<file path="config.mk">
export PLATFORM = sky130hd
export DESIGN_NAME = tamlim_top
export DESIGN_NICKNAME = d
export VERILOG_FILES = /design/src/rtl/tamlim_pkg.sv /design/src/rtl/tamlim_cmp.sv /design/src/rtl/tamlim_gate.sv /design/src/rtl/tamlim_top.sv
export SDC_FILE = /design/constraint.sdc
export NUM_CORES = 1
export LEC_CHECK = 0
export BUFFER_PORTS_ARGS = -buffer_cell sky130_fd_sc_hd__buf_2
export CAP_MARGIN = 20
export CORE_UTILIZATION = 50
export DETAILED_ROUTE_END_ITERATION = 16
export PLACE_DENSITY = 0.8
export SLEW_MARGIN = 0
export SYNTH_ARGS = -nofsm -noshare
export SYNTH_HDL_FRONTEND = slang
export SYNTH_SLANG_ARGS = --single-unit
</file>
<file path="constraint.sdc">
create_clock -name clk_sys -period 6.8 [get_ports clk_sys]
set_input_delay 1.36 -clock clk_sys [delete_from_list [all_inputs] [get_ports clk_sys]]
set_output_delay 1.36 -clock clk_sys [all_outputs]
set_load 0.02 [all_outputs]
</file>
<file path="src/rtl/tamlim_pkg.sv">
// shared constants and types for the thermal alarm mask and limit bank
package tamlim_pkg;
    localparam int unsigned DATA_W = 8;
    localparam int unsigned CMD_W  = 8;
    localparam int unsigned NCHAN  = 3;
    localparam int unsigned NPIN   = 3;

    // command bytes
    localparam logic [7:0] CMD_ALARM1_MASK  = 8'h0c;
    localparam logic [7:0] CMD_ALARM2_MASK  = 8'h0d;
    localparam logic [7:0] CMD_ALARM3_MASK  = 8'h0e;
    localparam logic [7:0] CMD_LOCAL_LIMIT  = 8'h40;
    localparam logic [7:0] CMD_REM1_LVL1    = 8'h41;
    localparam logic [7:0] CMD_REM2_LVL1    = 8'h42;
    localparam logic [7:0] CMD_REM1_LVL2    = 8'h49;
    localparam logic [7:0] CMD_REM2_LVL2    = 8'h4a;
    localparam logic [7:0] CMD_HYSTERESIS   = 8'h5a;

    // field layout
    localparam int unsigned BIT_LOCAL   = 0;
    localparam int unsigned BIT_REMOTE1 = 1;
    localparam int unsigned BIT_REMOTE2 = 2;
    localparam logic [7:0] MASK_WMASK   = 8'h07;
    localparam logic [7:0] LOCAL_WMASK  = 8'h7f;
    localparam logic [7:0] REMOTE_WMASK = 8'hff;
    localparam logic [7:0] HYST_WMASK   = 8'h1f;
    localparam logic [7:0] HYST_MAX     = 8'h20;

    // reset values
    localparam logic [7:0] RST_ALARM1_MASK = 8'h01;
    localparam logic [7:0] RST_ALARM2_MASK = 8'h00;
    localparam logic [7:0] RST_ALARM3_MASK = 8'h07;
    localparam logic [7:0] RST_LOCAL_LIMIT = 8'h55;
    localparam logic [7:0] RST_REM_LVL1    = 8'h6e;
    localparam logic [7:0] RST_REM_LVL2    = 8'h55;
    localparam logic [7:0] RST_HYSTERESIS  = 8'h0a;

    // one register access from the bus engine
    typedef struct packed {
        logic       wr_en;
        logic [7:0] cmd;
        logic [7:0] wdata;
    } tamlim_wr_s;

    // integer-degree readings of the three channels
    typedef struct packed {
        logic [7:0] remote2;
        logic [7:0] remote1;
        logic [7:0] local_t;
    } tamlim_temp_s;
endpackage

</file>
<file path="src/rtl/tamlim_cmp.sv">
// one hysteretic over-limit comparator producing a status bit that clears below limit minus hysteresis
module tamlim_cmp (
    input  wire logic       clk_sys,
    input  wire logic       rst_n,
    input  wire logic       sample,
    input  wire logic [7:0] reading,
    input  wire logic [7:0] limit,
    input  wire logic [7:0] hyst,
    output logic            flag
);
    logic [8:0] low_mark;

    // widened so a small limit minus hysteresis clamps at zero, not wraps
    always_comb begin
        low_mark = {1'b0, limit} - {1'b0, hyst};
        if ({1'b0, hyst} > {1'b0, limit}) begin
            low_mark = 9'h000;
        end
    end

    always_ff @(posedge clk_sys) begin
        if (!rst_n) begin
            flag <= 1'b0;
        end else if (sample) begin
            if (reading >= limit) begin
                flag <= 1'b1;
            end else if ({1'b0, reading} < low_mark) begin
                flag <= 1'b0;
            end
        end
    end
endmodule

</file>
<file path="src/rtl/tamlim_gate.sv">
// masks three status bits onto one active-high alarm request
module tamlim_gate (
    input  wire logic [2:0] status,
    input  wire logic [2:0] block,
    output logic            alarm_active
);
    // purely combinational so a mask write acts at once
    always_comb begin
        alarm_active = |(status & ~block);
    end
endmodule

</file>
<file path="src/rtl/tamlim_top.sv">
// register bank gating thermal error events onto three alarm pins
// How it works
// - mask register 0x0c: bits 2..0 block remote2, remote1, local from pin 1
// - mask register 0x0d: same layout, gates events onto pin 2
// - mask register 0x0e: same layout, gates events onto pin 3
// - mask bit one blocks the channel event; zero lets it through
// - masks reset to 0x01, 0x00 and 0x07
// - mask bits 7..3 read zero whatever is written
// - local limit at 0x40, unsigned 0..127 degrees, resets to 0x55
// - local reading is compared with local limit for the local event
// - local limit bit 7 reads zero; bits 6..0 writable
// - remote limits are fully writable 8-bit unsigned thresholds
// - remote level-1 limits 0x41, 0x42 reset 0x6e, feed pin 1 only
// - remote level-2 limits 0x49, 0x4a reset 0x55, feed pins 2 and 3
// - status sets at reading >= limit, clears below limit minus hysteresis
// - alarm active while any unmasked status bit set
// - one common hysteresis 0..32 degrees lowers every limit
module tamlim_top (
    input  wire logic                     clk_sys,
    input  wire logic                     rst_n,
    input  wire tamlim_pkg::tamlim_wr_s   reg_wr,
    input  wire logic [7:0]               rd_cmd,
    output logic [7:0]                    rd_data,
    output logic                          rd_hit,
    input  wire logic                     conv_done,
    input  wire tamlim_pkg::tamlim_temp_s temp,
    output logic [2:0]                    status_pin1,
    output logic [2:0]                    status_pin2,
    output logic [2:0]                    status_pin3,
    output logic                          alarm_out_1_n,
    output logic                          alarm_out_2_n,
    output logic                          alarm_out_3_n
);
    logic [2:0] alarm1_source_mask_reg;
    logic [2:0] alarm2_source_mask_reg;
    logic [2:0] alarm3_source_mask_reg;
    logic [6:0] local_over_temp_limit_reg;
    logic [7:0] remote1_first_level_limit_reg;
    logic [7:0] remote2_first_level_limit_reg;
    logic [7:0] remote1_second_level_limit_reg;
    logic [7:0] remote2_second_level_limit_reg;
    logic [5:0] hysteresis_reg;
    logic [7:0] hyst_next;
    logic [7:0] rd_next;
    logic       hit_next;
    logic [2:0] st [3];
    logic [7:0] lim [3][3];
    logic [7:0] rd_val [3];
    logic [2:0] act;

    // mask registers; only bits 2..0 are stored so 7..3 read zero
    always_ff @(posedge clk_sys) begin
        if (!rst_n) begin
            alarm1_source_mask_reg <= tamlim_pkg::RST_ALARM1_MASK[2:0];
            alarm2_source_mask_reg <= tamlim_pkg::RST_ALARM2_MASK[2:0];
            alarm3_source_mask_reg <= tamlim_pkg::RST_ALARM3_MASK[2:0];
        end else if (reg_wr.wr_en) begin
            unique case (reg_wr.cmd)
                tamlim_pkg::CMD_ALARM1_MASK:
                    alarm1_source_mask_reg <= reg_wr.wdata[2:0];
                tamlim_pkg::CMD_ALARM2_MASK:
                    alarm2_source_mask_reg <= reg_wr.wdata[2:0];
                tamlim_pkg::CMD_ALARM3_MASK:
                    alarm3_source_mask_reg <= reg_wr.wdata[2:0];
                default: begin
                end
            endcase
        end
    end

    // limit registers
    always_ff @(posedge clk_sys) begin
        if (!rst_n) begin
            local_over_temp_limit_reg      <= tamlim_pkg::RST_LOCAL_LIMIT[6:0];
            remote1_first_level_limit_reg  <= tamlim_pkg::RST_REM_LVL1;
            remote2_first_level_limit_reg  <= tamlim_pkg::RST_REM_LVL1;
            remote1_second_level_limit_reg <= tamlim_pkg::RST_REM_LVL2;
            remote2_second_level_limit_reg <= tamlim_pkg::RST_REM_LVL2;
        end else if (reg_wr.wr_en) begin
            unique case (reg_wr.cmd)
                tamlim_pkg::CMD_LOCAL_LIMIT:
                    local_over_temp_limit_reg <= reg_wr.wdata[6:0];
                tamlim_pkg::CMD_REM1_LVL1:
                    remote1_first_level_limit_reg <= reg_wr.wdata;
                tamlim_pkg::CMD_REM2_LVL1:
                    remote2_first_level_limit_reg <= reg_wr.wdata;
                tamlim_pkg::CMD_REM1_LVL2:
                    remote1_second_level_limit_reg <= reg_wr.wdata;
                tamlim_pkg::CMD_REM2_LVL2:
                    remote2_second_level_limit_reg <= reg_wr.wdata;
                default: begin
                end
            endcase
        end
    end

    // hysteresis: writes above 32 clamp to 32 rather than wrapping
    always_comb begin
        hyst_next = reg_wr.wdata & tamlim_pkg::HYST_WMASK;
        if (reg_wr.wdata > tamlim_pkg::HYST_MAX) begin
            hyst_next = tamlim_pkg::HYST_MAX;
        end
        if (reg_wr.wdata == tamlim_pkg::HYST_MAX) begin
            hyst_next = tamlim_pkg::HYST_MAX;
        end
    end

    always_ff @(posedge clk_sys) begin
        if (!rst_n) begin
            hysteresis_reg <= tamlim_pkg::RST_HYSTERESIS[5:0];
        end else if (reg_wr.wr_en && reg_wr.cmd == tamlim_pkg::CMD_HYSTERESIS) begin
            hysteresis_reg <= hyst_next[5:0];
        end
    end

    // limit assignment per pin: [pin][channel]
    always_comb begin
        for (int p = 0; p < 3; p++) begin
            lim[p][tamlim_pkg::BIT_LOCAL] = {1'b0, local_over_temp_limit_reg};
        end
        lim[0][tamlim_pkg::BIT_REMOTE1] = remote1_first_level_limit_reg;
        lim[0][tamlim_pkg::BIT_REMOTE2] = remote2_first_level_limit_reg;
        for (int p = 1; p < 3; p++) begin
            lim[p][tamlim_pkg::BIT_REMOTE1] = remote1_second_level_limit_reg;
            lim[p][tamlim_pkg::BIT_REMOTE2] = remote2_second_level_limit_reg;
        end
        rd_val[tamlim_pkg::BIT_LOCAL]   = temp.local_t;
        rd_val[tamlim_pkg::BIT_REMOTE1] = temp.remote1;
        rd_val[tamlim_pkg::BIT_REMOTE2] = temp.remote2;
    end

    // one comparator per pin and channel; pins 2 and 3 share limits but keep
    // separate flags so each pin's status stands on its own
    for (genvar p = 0; p < 3; p++) begin : g_pin
        for (genvar c = 0; c < 3; c++) begin : g_chan
            tamlim_cmp u_cmp (
                .clk_sys (clk_sys),
                .rst_n   (rst_n),
                .sample  (conv_done),
                .reading (rd_val[c]),
                .limit   (lim[p][c]),
                .hyst    ({2'b00, hysteresis_reg}),
                .flag    (st[p][c])
            );
        end
    end

    tamlim_gate u_gate1 (
        .status       (st[0]),
        .block        (alarm1_source_mask_reg),
        .alarm_active (act[0])
    );
    tamlim_gate u_gate2 (
        .status       (st[1]),
        .block        (alarm2_source_mask_reg),
        .alarm_active (act[1])
    );
    tamlim_gate u_gate3 (
        .status       (st[2]),
        .block        (alarm3_source_mask_reg),
        .alarm_active (act[2])
    );

    // pins registered once; a mask write shows one cycle later
    always_ff @(posedge clk_sys) begin
        if (!rst_n) begin
            alarm_out_1_n <= 1'b1;
            alarm_out_2_n <= 1'b1;
            alarm_out_3_n <= 1'b1;
            status_pin1   <= 3'h0;
            status_pin2   <= 3'h0;
            status_pin3   <= 3'h0;
        end else begin
            alarm_out_1_n <= ~act[0];
            alarm_out_2_n <= ~act[1];
            alarm_out_3_n <= ~act[2];
            status_pin1   <= st[0];
            status_pin2   <= st[1];
            status_pin3   <= st[2];
        end
    end

    // read port
    always_comb begin
        rd_next  = 8'h00;
        hit_next = 1'b1;
        unique case (rd_cmd)
            tamlim_pkg::CMD_ALARM1_MASK: rd_next = {5'h00, alarm1_source_mask_reg};
            tamlim_pkg::CMD_ALARM2_MASK: rd_next = {5'h00, alarm2_source_mask_reg};
            tamlim_pkg::CMD_ALARM3_MASK: rd_next = {5'h00, alarm3_source_mask_reg};
            tamlim_pkg::CMD_LOCAL_LIMIT: rd_next = {1'b0, local_over_temp_limit_reg};
            tamlim_pkg::CMD_REM1_LVL1:   rd_next = remote1_first_level_limit_reg;
            tamlim_pkg::CMD_REM2_LVL1:   rd_next = remote2_first_level_limit_reg;
            tamlim_pkg::CMD_REM1_LVL2:   rd_next = remote1_second_level_limit_reg;
            tamlim_pkg::CMD_REM2_LVL2:   rd_next = remote2_second_level_limit_reg;
            tamlim_pkg::CMD_HYSTERESIS:  rd_next = {2'b00, hysteresis_reg};
            default:                     hit_next = 1'b0;
        endcase
    end

    always_ff @(posedge clk_sys) begin
        if (!rst_n) begin
            rd_data <= 8'h00;
            rd_hit  <= 1'b0;
        end else begin
            rd_data <= rd_next;
            rd_hit  <= hit_next;
        end
    end
endmodule

</file>
==> results of run 1 <==
cells by family after synthesis:
family	after synthesis	share of synthesized area, %
fa+ha+maj	108	21.92
buf+inv	77	5.175
xor+xnor	14	1.936
mux	36	5.767
compound gates	200	21.77
simple gates	231	19.42
flops	76	24.02
metal layers:
| metal | track usage [%] | vias to the layer above |
|---|---|---|
| met1 | 36.36 | 2779 |
| met2 | 48.65 | 286 |
| li1 | - | 2861 |
| met5 | 0 | - |
| met3 | 6.882 | 50 |
| met4 | 10.56 | 0 |
placed cells by master (no fill, tap or decap), types with 4 or more instances in the layout:
master	n
or3_1	9
inv_1	52
a21oi_1	37
mux2_2	4
nand4_1	8
a221oi_1	6
o21a_1	20
nor3_1	5
xnor2_1	14
fa_1	5
dfxtp_1	76
nand2b_1	15
o2111ai_1	6
a211oi_1	10
a21o_1	8
o21ai_0	34
or4_1	5
and3_1	7
nand3_1	16
clkbuf_16	9
a31oi_1	5
o22ai_1	5
buf_2	72
ha_1	103
nor2_1	51
nand2_1	70
o211ai_1	20
o31a_1	5
mux2i_1	32
and2_1	4
nand3b_1	5
a22oi_1	15
nor2b_1	18
o31ai_1	6
final cells by class:
cell class	count	share of cell area (%)
clock buffer	9	3.155
clock inverter	7	1.717
inverter	53	2.787
multi-input combinational	589	62.83
sequential	76	21.31
tap	168	2.944
timing repair buffer	74	5.258
report_power, final:
part,internal (mW),total (mW),switching (mW)
clock network,0.362,0.563,0.202
registers,0.452,0.456,0.00368
logic,0.0530,0.138,0.0850
worst max path at each step:
stage	start	to	slack, ns	cells past startpoint
after floorplan	hysteresis_reg[1]	g_pin[0].g_chan[2].u_cmp.flag	3.49	12
after global placement	hysteresis_reg[1]	g_pin[0].g_chan[2].u_cmp.flag	3.12	12
after detailed placement	hysteresis_reg[1]	g_pin[1].g_chan[2].u_cmp.flag	2.99	13
after CTS	hysteresis_reg[1]	g_pin[1].g_chan[2].u_cmp.flag	2.96	13
after global routing	hysteresis_reg[1]	g_pin[1].g_chan[2].u_cmp.flag	2.75	13
final	hysteresis_reg[1]	g_pin[1].g_chan[2].u_cmp.flag	2.91	13
per-stage QoR:
step                      cell area (um2)  total power, mW
after global placement               6792           0.5974
after detailed placement             6792           0.5998
after floorplan                      6335           0.5446
final                                7139            1.157
after CTS                            7139            1.156
after global routing                 7139            1.189
worst max-delay path, cell delays in order (launching register included):
cell       delay (ns)
dfxtp_1          0.69
inv_1            0.33
ha_1             0.36
nor2b_1          0.14
o31a_1           0.27
o21a_1           0.18
o21ai_0          0.23
nand3_1          0.13
ha_1             0.21
a2111oi_0        0.37
o21ai_0          0.20
or3_1            0.34
a22oi_1          0.19
o22ai_1          0.11
==> results.ini, run 1 <==
[drt]
drc_errors=0
met3_length_um=1654
ant_nets=0
vias_per_cell=6.123
num_vias=5976
wirelength_met1_um=7641
drt_iter0_drc=438
wl_met2_um=8375
detail_route.first_pass.iterations=7
wl_um=18240
routed.top_layer=met4
wl_per_cell_um=18.69

[logic_synthesis]
yosysTopAreaCell=dfxtp_1
synth_edf_count=0
syn_nets=902
ys_seq_area_share_pct=24.02
synth_common_cells=ha_1, dfxtp_1, nand2_1
synth_async_sr_flop_share_pct=0
netlist.area_leader.share_pct=24.02
synth_area_leaders=dfxtp_1, ha_1, mux2i_1, nand2_1, inv_1
ys_warn_count=0
synth_flop_cell=dfxtp_1
syn_inst=742
synth.cell_area_um2=6335
synth_most_common_cell=ha_1
synth.distinct_cells=66
ys_ff_latch=76
synth_area_per_cell_um2=8.538

[clock_tree]
numCtsBuffers=9
ctsHoldBuffers=0
clk_pin_slew_ns=0.06
cts_resized=0
cts.sinks=76
htreeDepth=3
postCtsSetupRepairBufs=0
cts_buffer_depth=2
cts_tree=built
clock_latency_ns=0.34
cts-root-buf=clkbuf_16

[layout]
fin_cells=976
syn2layout_area_growth_pct=12.70
finish.utilization_pct=58.70
diodes=0
seq_area_um2=1521
layout-drive-gt1-share_pct=13.24
final_nets=963
multiInputGateArea_um2=4486
fill_cells=1046

[timing]
worst_pin_slew_ns=1.009
post-route-period-util_pct=57.21
setup_viol=0
fin_ws_ns=2.910
finalMaxSlewViolations=0
tns_ns=0
hold-worst-slack_ns=0.4881
post-route-min-period_ns=3.890
max_freq_mhz=257.1
rsz0062_at_grt=no
max-slew-margin-rel_pct=32.43
clock_skew_ns=0.006440
finalHoldViolCount=0

[hold_path]
holdPathEnd=alarm2_source_mask_reg[1]
whs_path_depth=2
hold_path_class=flop to flop
worstHoldStart=alarm2_source_mask_reg[1]

[die]
die_x_um=114.6
coreArea_um2=12160
rows=40
start_util_pct=52.09
die-height_um=114.6
dieArea_um2=13120
ioPinCount=73

[worst_setup_path]
cp_max_fo=8
r2r_setup_slack_ns=2.91
crit-reg2reg-launch=hysteresis_reg[1]
r2r_end=g_pin[1].g_chan[2].u_cmp.flag
worstPathRequired_ns=7.02
crit_arrival_ns=4.11
reg2regPathDepth=13
end_kind=flop
start_kind=flop
crit_type=flop to flop

[job]
cap_violations=0

[global_routing]
grt_pass1_vias=5823
grt_pass1_wl_um=29420
antenna_found_initial=0
grt.total_usage_pct=29.08
grt_max_degree=38
overflow=0

[power]
powerDensity_nw_per_um2=162.1
leakage_nw=3.293
vdd_drop_max_v=0.0001383

[run_status]
status=finished, final reports clean

[placed_design]
dp_cells=960
gp_congestion=0.8930
io_buffers=72
post-dp-hpwl_um=13800
place_worst_setup_slack_ns=2.993

(Power assumes the default switching activity.)
==> run 2: changes to the inputs <==
==> constraint.sdc (replaced) <==
create_clock -name clk_sys -period 4.05 [get_ports clk_sys]
set_input_delay 0.81 -clock clk_sys [delete_from_list [all_inputs] [get_ports clk_sys]]
set_output_delay 0.81 -clock clk_sys [all_outputs]
set_load 0.02 [all_outputs]
==> run 2 against run 1 <==
  * Worst setup slack worse by 2.4 ns
  * Fmax is 9.8% higher
  * Die area stayed put
  * Non-clock buffer count is 1 higher
  * Via count is 0.94% lower
  * First-iteration DRC count is 25% higher
  * Wire length is 2.6% lower
  * Register-to-register slack worse by 2.4 ns
  * Critical endpoint unchanged
  * Critical path depth stayed put
==> results.ini, run 2 (synthesis gave the netlist of run 1 again) <==
[run_status]
status=finished, final reports clean

[die]
die_x_um=114.6  ; unchanged
die-height_um=114.6  ; unchanged
rows=40  ; unchanged
dieArea_um2=13120  ; unchanged
ioPinCount=73  ; unchanged
coreArea_um2=12160  ; unchanged
start_util_pct=52.09  ; unchanged

[drt]
num_vias=5920  ; -0.94%
wl_um=17760  ; -2.6%
wl_met2_um=7667  ; -8.5%
routed.top_layer=met4
drc_errors=0  ; unchanged
wl_per_cell_um=18.20  ; -2.6%
detail_route.first_pass.iterations=8  ; +1
drt_iter0_drc=546  ; +25%
vias_per_cell=6.066  ; -0.94%
wirelength_met1_um=7684  ; +0.56%
met3_length_um=1763  ; +6.6%
ant_nets=0  ; unchanged

[timing]
finalHoldViolCount=0  ; unchanged
worst_pin_slew_ns=0.9830  ; -0.02623 ns
setup_viol=0  ; unchanged
tns_ns=0  ; unchanged
post-route-min-period_ns=3.543  ; -0.3468 ns
max-slew-margin-rel_pct=34.18  ; +1.8 points
finalMaxSlewViolations=0  ; unchanged
post-route-period-util_pct=87.49  ; +30 points
hold-worst-slack_ns=0.4791  ; -0.008987 ns
rsz0062_at_grt=no
clock_skew_ns=0.009387  ; +0.002947 ns
max_freq_mhz=282.2  ; +9.8%

[clock_tree]
postCtsSetupRepairBufs=0  ; unchanged
clk_pin_slew_ns=0.07  ; about the same
cts_buffer_depth=2  ; unchanged
cts.sinks=76  ; unchanged
clock_latency_ns=0.35  ; about the same
htreeDepth=3  ; unchanged
numCtsBuffers=9  ; unchanged
cts-root-buf=clkbuf_16
cts_tree=built

[worst_setup_path]
cp_max_fo=8  ; unchanged
start_kind=flop
crit-reg2reg-launch=hysteresis_reg[1]
crit_type=flop to flop
worstPathRequired_ns=4.27  ; -2.75 ns
end_kind=flop
crit_path_start=hysteresis_reg[1]
crit_arrival_ns=3.77  ; -0.34 ns

[global_routing]
grt_pass1_vias=5560  ; -4.5%
grt_max_degree=38  ; unchanged
grt_pass1_wl_um=28300  ; -3.8%
grt.total_usage_pct=28.47  ; -0.61 points
overflow=0  ; unchanged
antenna_found_initial=0  ; unchanged

[power]
p_total_mw=1.787  ; +54%
vdd_drop_max_v=0.0001614  ; +17%
powerDensity_nw_per_um2=252.2  ; +56%
leakage_nw=3.264  ; -0.89%

[layout]
diodes=0  ; unchanged
layout-drive-gt1-share_pct=13.37  ; +0.12 points
layout_common_cells=ha_1, dfxtp_1, buf_2, nand2_1, inv_1
fill_cells=1076  ; +2.9%
syn2layout_area_growth_pct=11.85
layout.cells.most_common=ha_1
fin_cells=976  ; unchanged
fin_area_um2=7086  ; -0.75%
final_nets=964  ; +0.10%

[hold_path]
hold_path_class=flop to flop
worstHoldStart=alarm1_source_mask_reg[1]

[placed_design]
place_area_um2=6799  ; +0.11%
io_buffers=72  ; unchanged
dp_cells=961  ; +0.10%
post-dp-hpwl_um=13620  ; -1.4%
gp_congestion=0.9479  ; +6.1%

[job]
cap_violations=0  ; unchanged

[run 2: final timing paths]
check                                   to  slack, ns  cells past startpoint
min reg2reg      alarm1_source_mask_reg[1]       0.48                      2
min              alarm1_source_mask_reg[1]       0.48                      2
max          g_pin[1].g_chan[2].u_cmp.flag       0.51                     13
max reg2reg  g_pin[1].g_chan[2].u_cmp.flag       0.51                     13
[run 2: power breakdown]
group | switching (mW) | internal, mW
registers | 0.00601 | 0.759
logic | 0.144 | 0.0893
clock network | 0.340 | 0.449
total | 0.490 | 1.30
[run 2: routing by layer]
metal	vias to the layer above	global-route usage, %
li1	2879	-
met1	2687	37.63
met2	301	44.73
met3	53	6.564
met4	0	11.43
met5	-	0
[run 2: timing repair]
action / CTS / global route
resized for setup: 0 / 1
hold buffers: 0 / 0
endpoints found under the setup margin: 0 / 1
[run 2: metrics by stage]
stage               util [%]  setup slack (ns)
floorplan                  -            0.7363
global placement       55.91            0.4201
detailed placement     55.91            0.2907
CTS                    58.25            0.2552
global route           58.26            0.2110
finish                 58.26            0.5066
[run 2: cell type report]
type                    count  area (um2)  area share, %
inverters                  53       198.9          2.808
clock buffers              11       252.7          3.567
well taps                 168       210.2          2.967
multi-input cells         589        4486          63.31
flip-flops and latches     76        1523          21.49
repair buffers             75       382.9          5.403
clock inverters             4       32.53         0.4591
[run 2: critical path, stage by stage, from the launching register on]
cell,delay (ns)
dfxtp_2,0.50
inv_1,0.22
ha_1,0.33
nor2b_1,0.14
o31a_1,0.27
o211ai_1,0.21
nand2_1,0.16
nand2_1,0.09
ha_1,0.23
a2111oi_0,0.44
o21ai_0,0.19
or3_1,0.33
a22oi_1,0.18
o22ai_1,0.11
==> run 3: changes to the inputs <==
--- a/config.mk
+++ b/config.mk
@@ -5,6 +5,7 @@
 export SDC_FILE = /design/constraint.sdc
 export NUM_CORES = 1
 export LEC_CHECK = 0
+export ABC_CLOCK_PERIOD_IN_PS = 4050
 export BUFFER_PORTS_ARGS = -buffer_cell sky130_fd_sc_hd__buf_2
 export CAP_MARGIN = 20
 export CORE_UTILIZATION = 50
==> constraint.sdc (replaced) <==
create_clock -name clk_sys -period 4.05 [get_ports clk_sys]
set_input_delay 0 -clock clk_sys [delete_from_list [all_inputs] [get_ports clk_sys]]
set_output_delay 0 -clock clk_sys [all_outputs]
set_load 0.02 [all_outputs]
==> run 3 against run 2 <==
  * Critical path depth shrank 1
  * Sequential cell count unchanged
  * Worst setup slack worse by 0.24 ns
  * Sequential power about the same
  * Clock-buffer cell count decreased by 2
  * Clock skew down 0.0042 ns
  * Sequential share of layout area is 0.16 points lower
  * Hold slack worse by 0.46 ns
  * Via count rose by 1.9%
  * Combinational power hardly changed
  * Largest cell class unchanged
==> results.ini, run 3 (synthesis gave the netlist of run 1 again) <==
[clock_tree]
cts_buffer_depth=2  ; unchanged
cts-root-buf=clkbuf_16
numCtsBuffers=9  ; unchanged
cts.sinks=76  ; unchanged
postCtsSetupRepairBufs=0  ; unchanged
ctsHoldBuffers=0  ; unchanged
clock_latency_ns=0.35  ; about the same
cts_tree=built
cts_resized=0  ; unchanged
htreeDepth=3  ; unchanged
clk_pin_slew_ns=0.06  ; about the same

[worst_setup_path]
crit_path_start=hysteresis_reg[1]
end_kind=flop
crit_arrival_ns=4.01  ; +0.24 ns
crit_chain=inv_1 -> ha_1 -> nor2b_1 -> o31a_1 -> o21a_1 -> o21a_1 -> or3_1 -> ha_1 -> a211o_1 -> or4_1 -> a22oi_1 -> o32ai_1
crit_type=flop to flop
worstPathRequired_ns=4.28  ; about the same
r2r_end=g_pin[0].g_chan[2].u_cmp.flag
reg2regPathDepth=12  ; -1
r2r_setup_slack_ns=0.27  ; -0.24 ns
path_delay_family=compound AO/OA/AOI/OAI gates
crit-reg2reg-launch=hysteresis_reg[1]
cp_slowest_stage_delay_ns=0.66  ; +0.16 ns
crit_path_end=g_pin[0].g_chan[2].u_cmp.flag
path_buf_inv=1  ; unchanged
start_kind=flop
cp_max_fo=8  ; unchanged
path_depth=12  ; -1
slowest_stage=dfxtp_1

[layout]
multiInputGateArea_um2=4486  ; unchanged
syn2layout_area_growth_pct=12.58
layout_common_cells=ha_1, dfxtp_1, buf_2, nand2_1, inv_1
fill_cells=1043  ; -3.1%
seq_area_um2=1521  ; about the same
final_nets=964  ; unchanged
diodes=0  ; unchanged
layout-drive-gt1-share_pct=13.35  ; -0.017 points
layout.cells.most_common=ha_1

[timing]
max_freq_mhz=264.6  ; -6.2%
max-slew-margin-rel_pct=34.28  ; +0.10 points
finalMaxSlewViolations=0  ; unchanged
rsz0062_at_grt=no
finalHoldViolCount=0  ; unchanged
worst_pin_slew_ns=0.9814  ; -0.001516 ns
setup_viol=0  ; unchanged
clock_skew_ns=0.005154  ; -0.004232 ns
post-route-period-util_pct=93.31  ; +5.8 points
post-route-min-period_ns=3.779  ; +0.2358 ns
tns_ns=0  ; unchanged

[placed_design]
gp_congestion=0.9363  ; -1.2%
io_buffers=72  ; unchanged
post-dp-hpwl_um=13840  ; +1.7%

[drt]
detail_route.first_pass.iterations=7  ; -1
drt_iter0_drc=481  ; -12%
wl_per_cell_um=18.46  ; +1.5%
vias_per_cell=6.175  ; +1.8%
ant_nets=0  ; unchanged
wl_um=18040  ; +1.6%
num_vias=6033  ; +1.9%
drc_errors=0  ; unchanged

[die]
coreArea_um2=12160  ; unchanged
die-height_um=114.6  ; unchanged
start_util_pct=52.09  ; unchanged
die_x_um=114.6  ; unchanged
dieArea_um2=13120  ; unchanged
rows=40  ; unchanged
ioPinCount=73  ; unchanged

[global_routing]
grt_pass1_wl_um=28990  ; +2.4%
overflow=0  ; unchanged
antenna_found_initial=0  ; unchanged
grt.total_usage_pct=28.83  ; +0.36 points
grt_pass1_vias=5781  ; +4.0%
grt_max_degree=37  ; -2.6%

[power]
p_clk_share_pct=47.7  ; +3.6 points
seq_power_share_pct=40.1  ; -2.7 points
power_frac_comb_pct=12.2  ; -0.9 points
vdd_drop_max_v=0.0003886  ; +140%
powerDensity_nw_per_um2=267.4  ; +6.0%
switchingPower_mw=0.5074  ; +3.5%
swShare_pct=26.61  ; -0.83 points
leakage_nw=3.290  ; +0.79%
p_int_mw=1.399  ; +7.9%
p_total_mw=1.907  ; +6.7%

[run_status]
status=finished, final reports clean

[hold_path]
hold_path_class=primary input to flop

[job]
cap_violations=0  ; unchanged

run 3: tightest hold or removal path: cells and delay by family:
family                 cells  cell delay (ns)
buffers and inverters      1             0.11
AOI/OAI and AO/OA          1             0.06
and+or+nand+nor            2             0.15
run 3: power groups by stage:
stage,registers (mW),logic [mW],clock network [mW]
6_report,0.765,0.233,0.909
5_1_grt,0.765,0.256,0.944
4_1_cts,0.765,0.230,0.916
3_5_place_dp,0.781,0.229,0
3_3_place_gp,0.781,0.225,0
2_1_floorplan,0.787,0.128,0
run 3: stage by stage:
step | hold WS [ns] | std cells | setup slack [ns] | util [%] | cell area, um2
after floorplan | 0.1251 | 742 | 0.7363 | - | 6335
after global placement | 0.3635 | 960 | 0.4155 | 55.84 | 6792
after detailed placement | 0.3580 | 960 | 0.3034 | 55.84 | 6792
after CTS | 0.004601 | 976 | 0.2775 | 58.58 | 7124
after global routing | 0.02100 | 977 | 0.05109 | 58.64 | 7132
final | 0.01726 | 977 | 0.2708 | 58.64 | 7132
run 3: layout make-up:
type	count	area share [%]
clock buffers	9	3.158
multi-input cells	589	62.89
inverters	53	2.789
clock inverters	7	1.509
flip-flops and latches	76	21.33
well taps	168	2.947
repair buffers	75	5.368
run 3: worst min-delay path by stage:
stage                    start                                end  slack [ns]  cells after the start
detailed placement   reg_wr[7]  remote2_second_level_limit_reg[7]        0.36                      3
global placement     reg_wr[7]  remote1_second_level_limit_reg[7]        0.36                      3
finish              reg_wr[14]          alarm1_source_mask_reg[1]        0.02                      4
CTS                      rst_n                     status_pin1[1]       0.005                      3
floorplan            reg_wr[4]  remote1_second_level_limit_reg[4]        0.13                      2
global route             rst_n                     status_pin1[1]        0.02                      3
run 3: per-layer routing:
layer | wire length (um) | GRT usage [%] | vias to the layer above
li1 | - | - | 2869
met1 | 7886 | 37.48 | 2835
met2 | 7983 | 45.49 | 280
met3 | 1495 | 6.564 | 49
met4 | 674 | 12.99 | 0
met5 | 0 | 0 | -
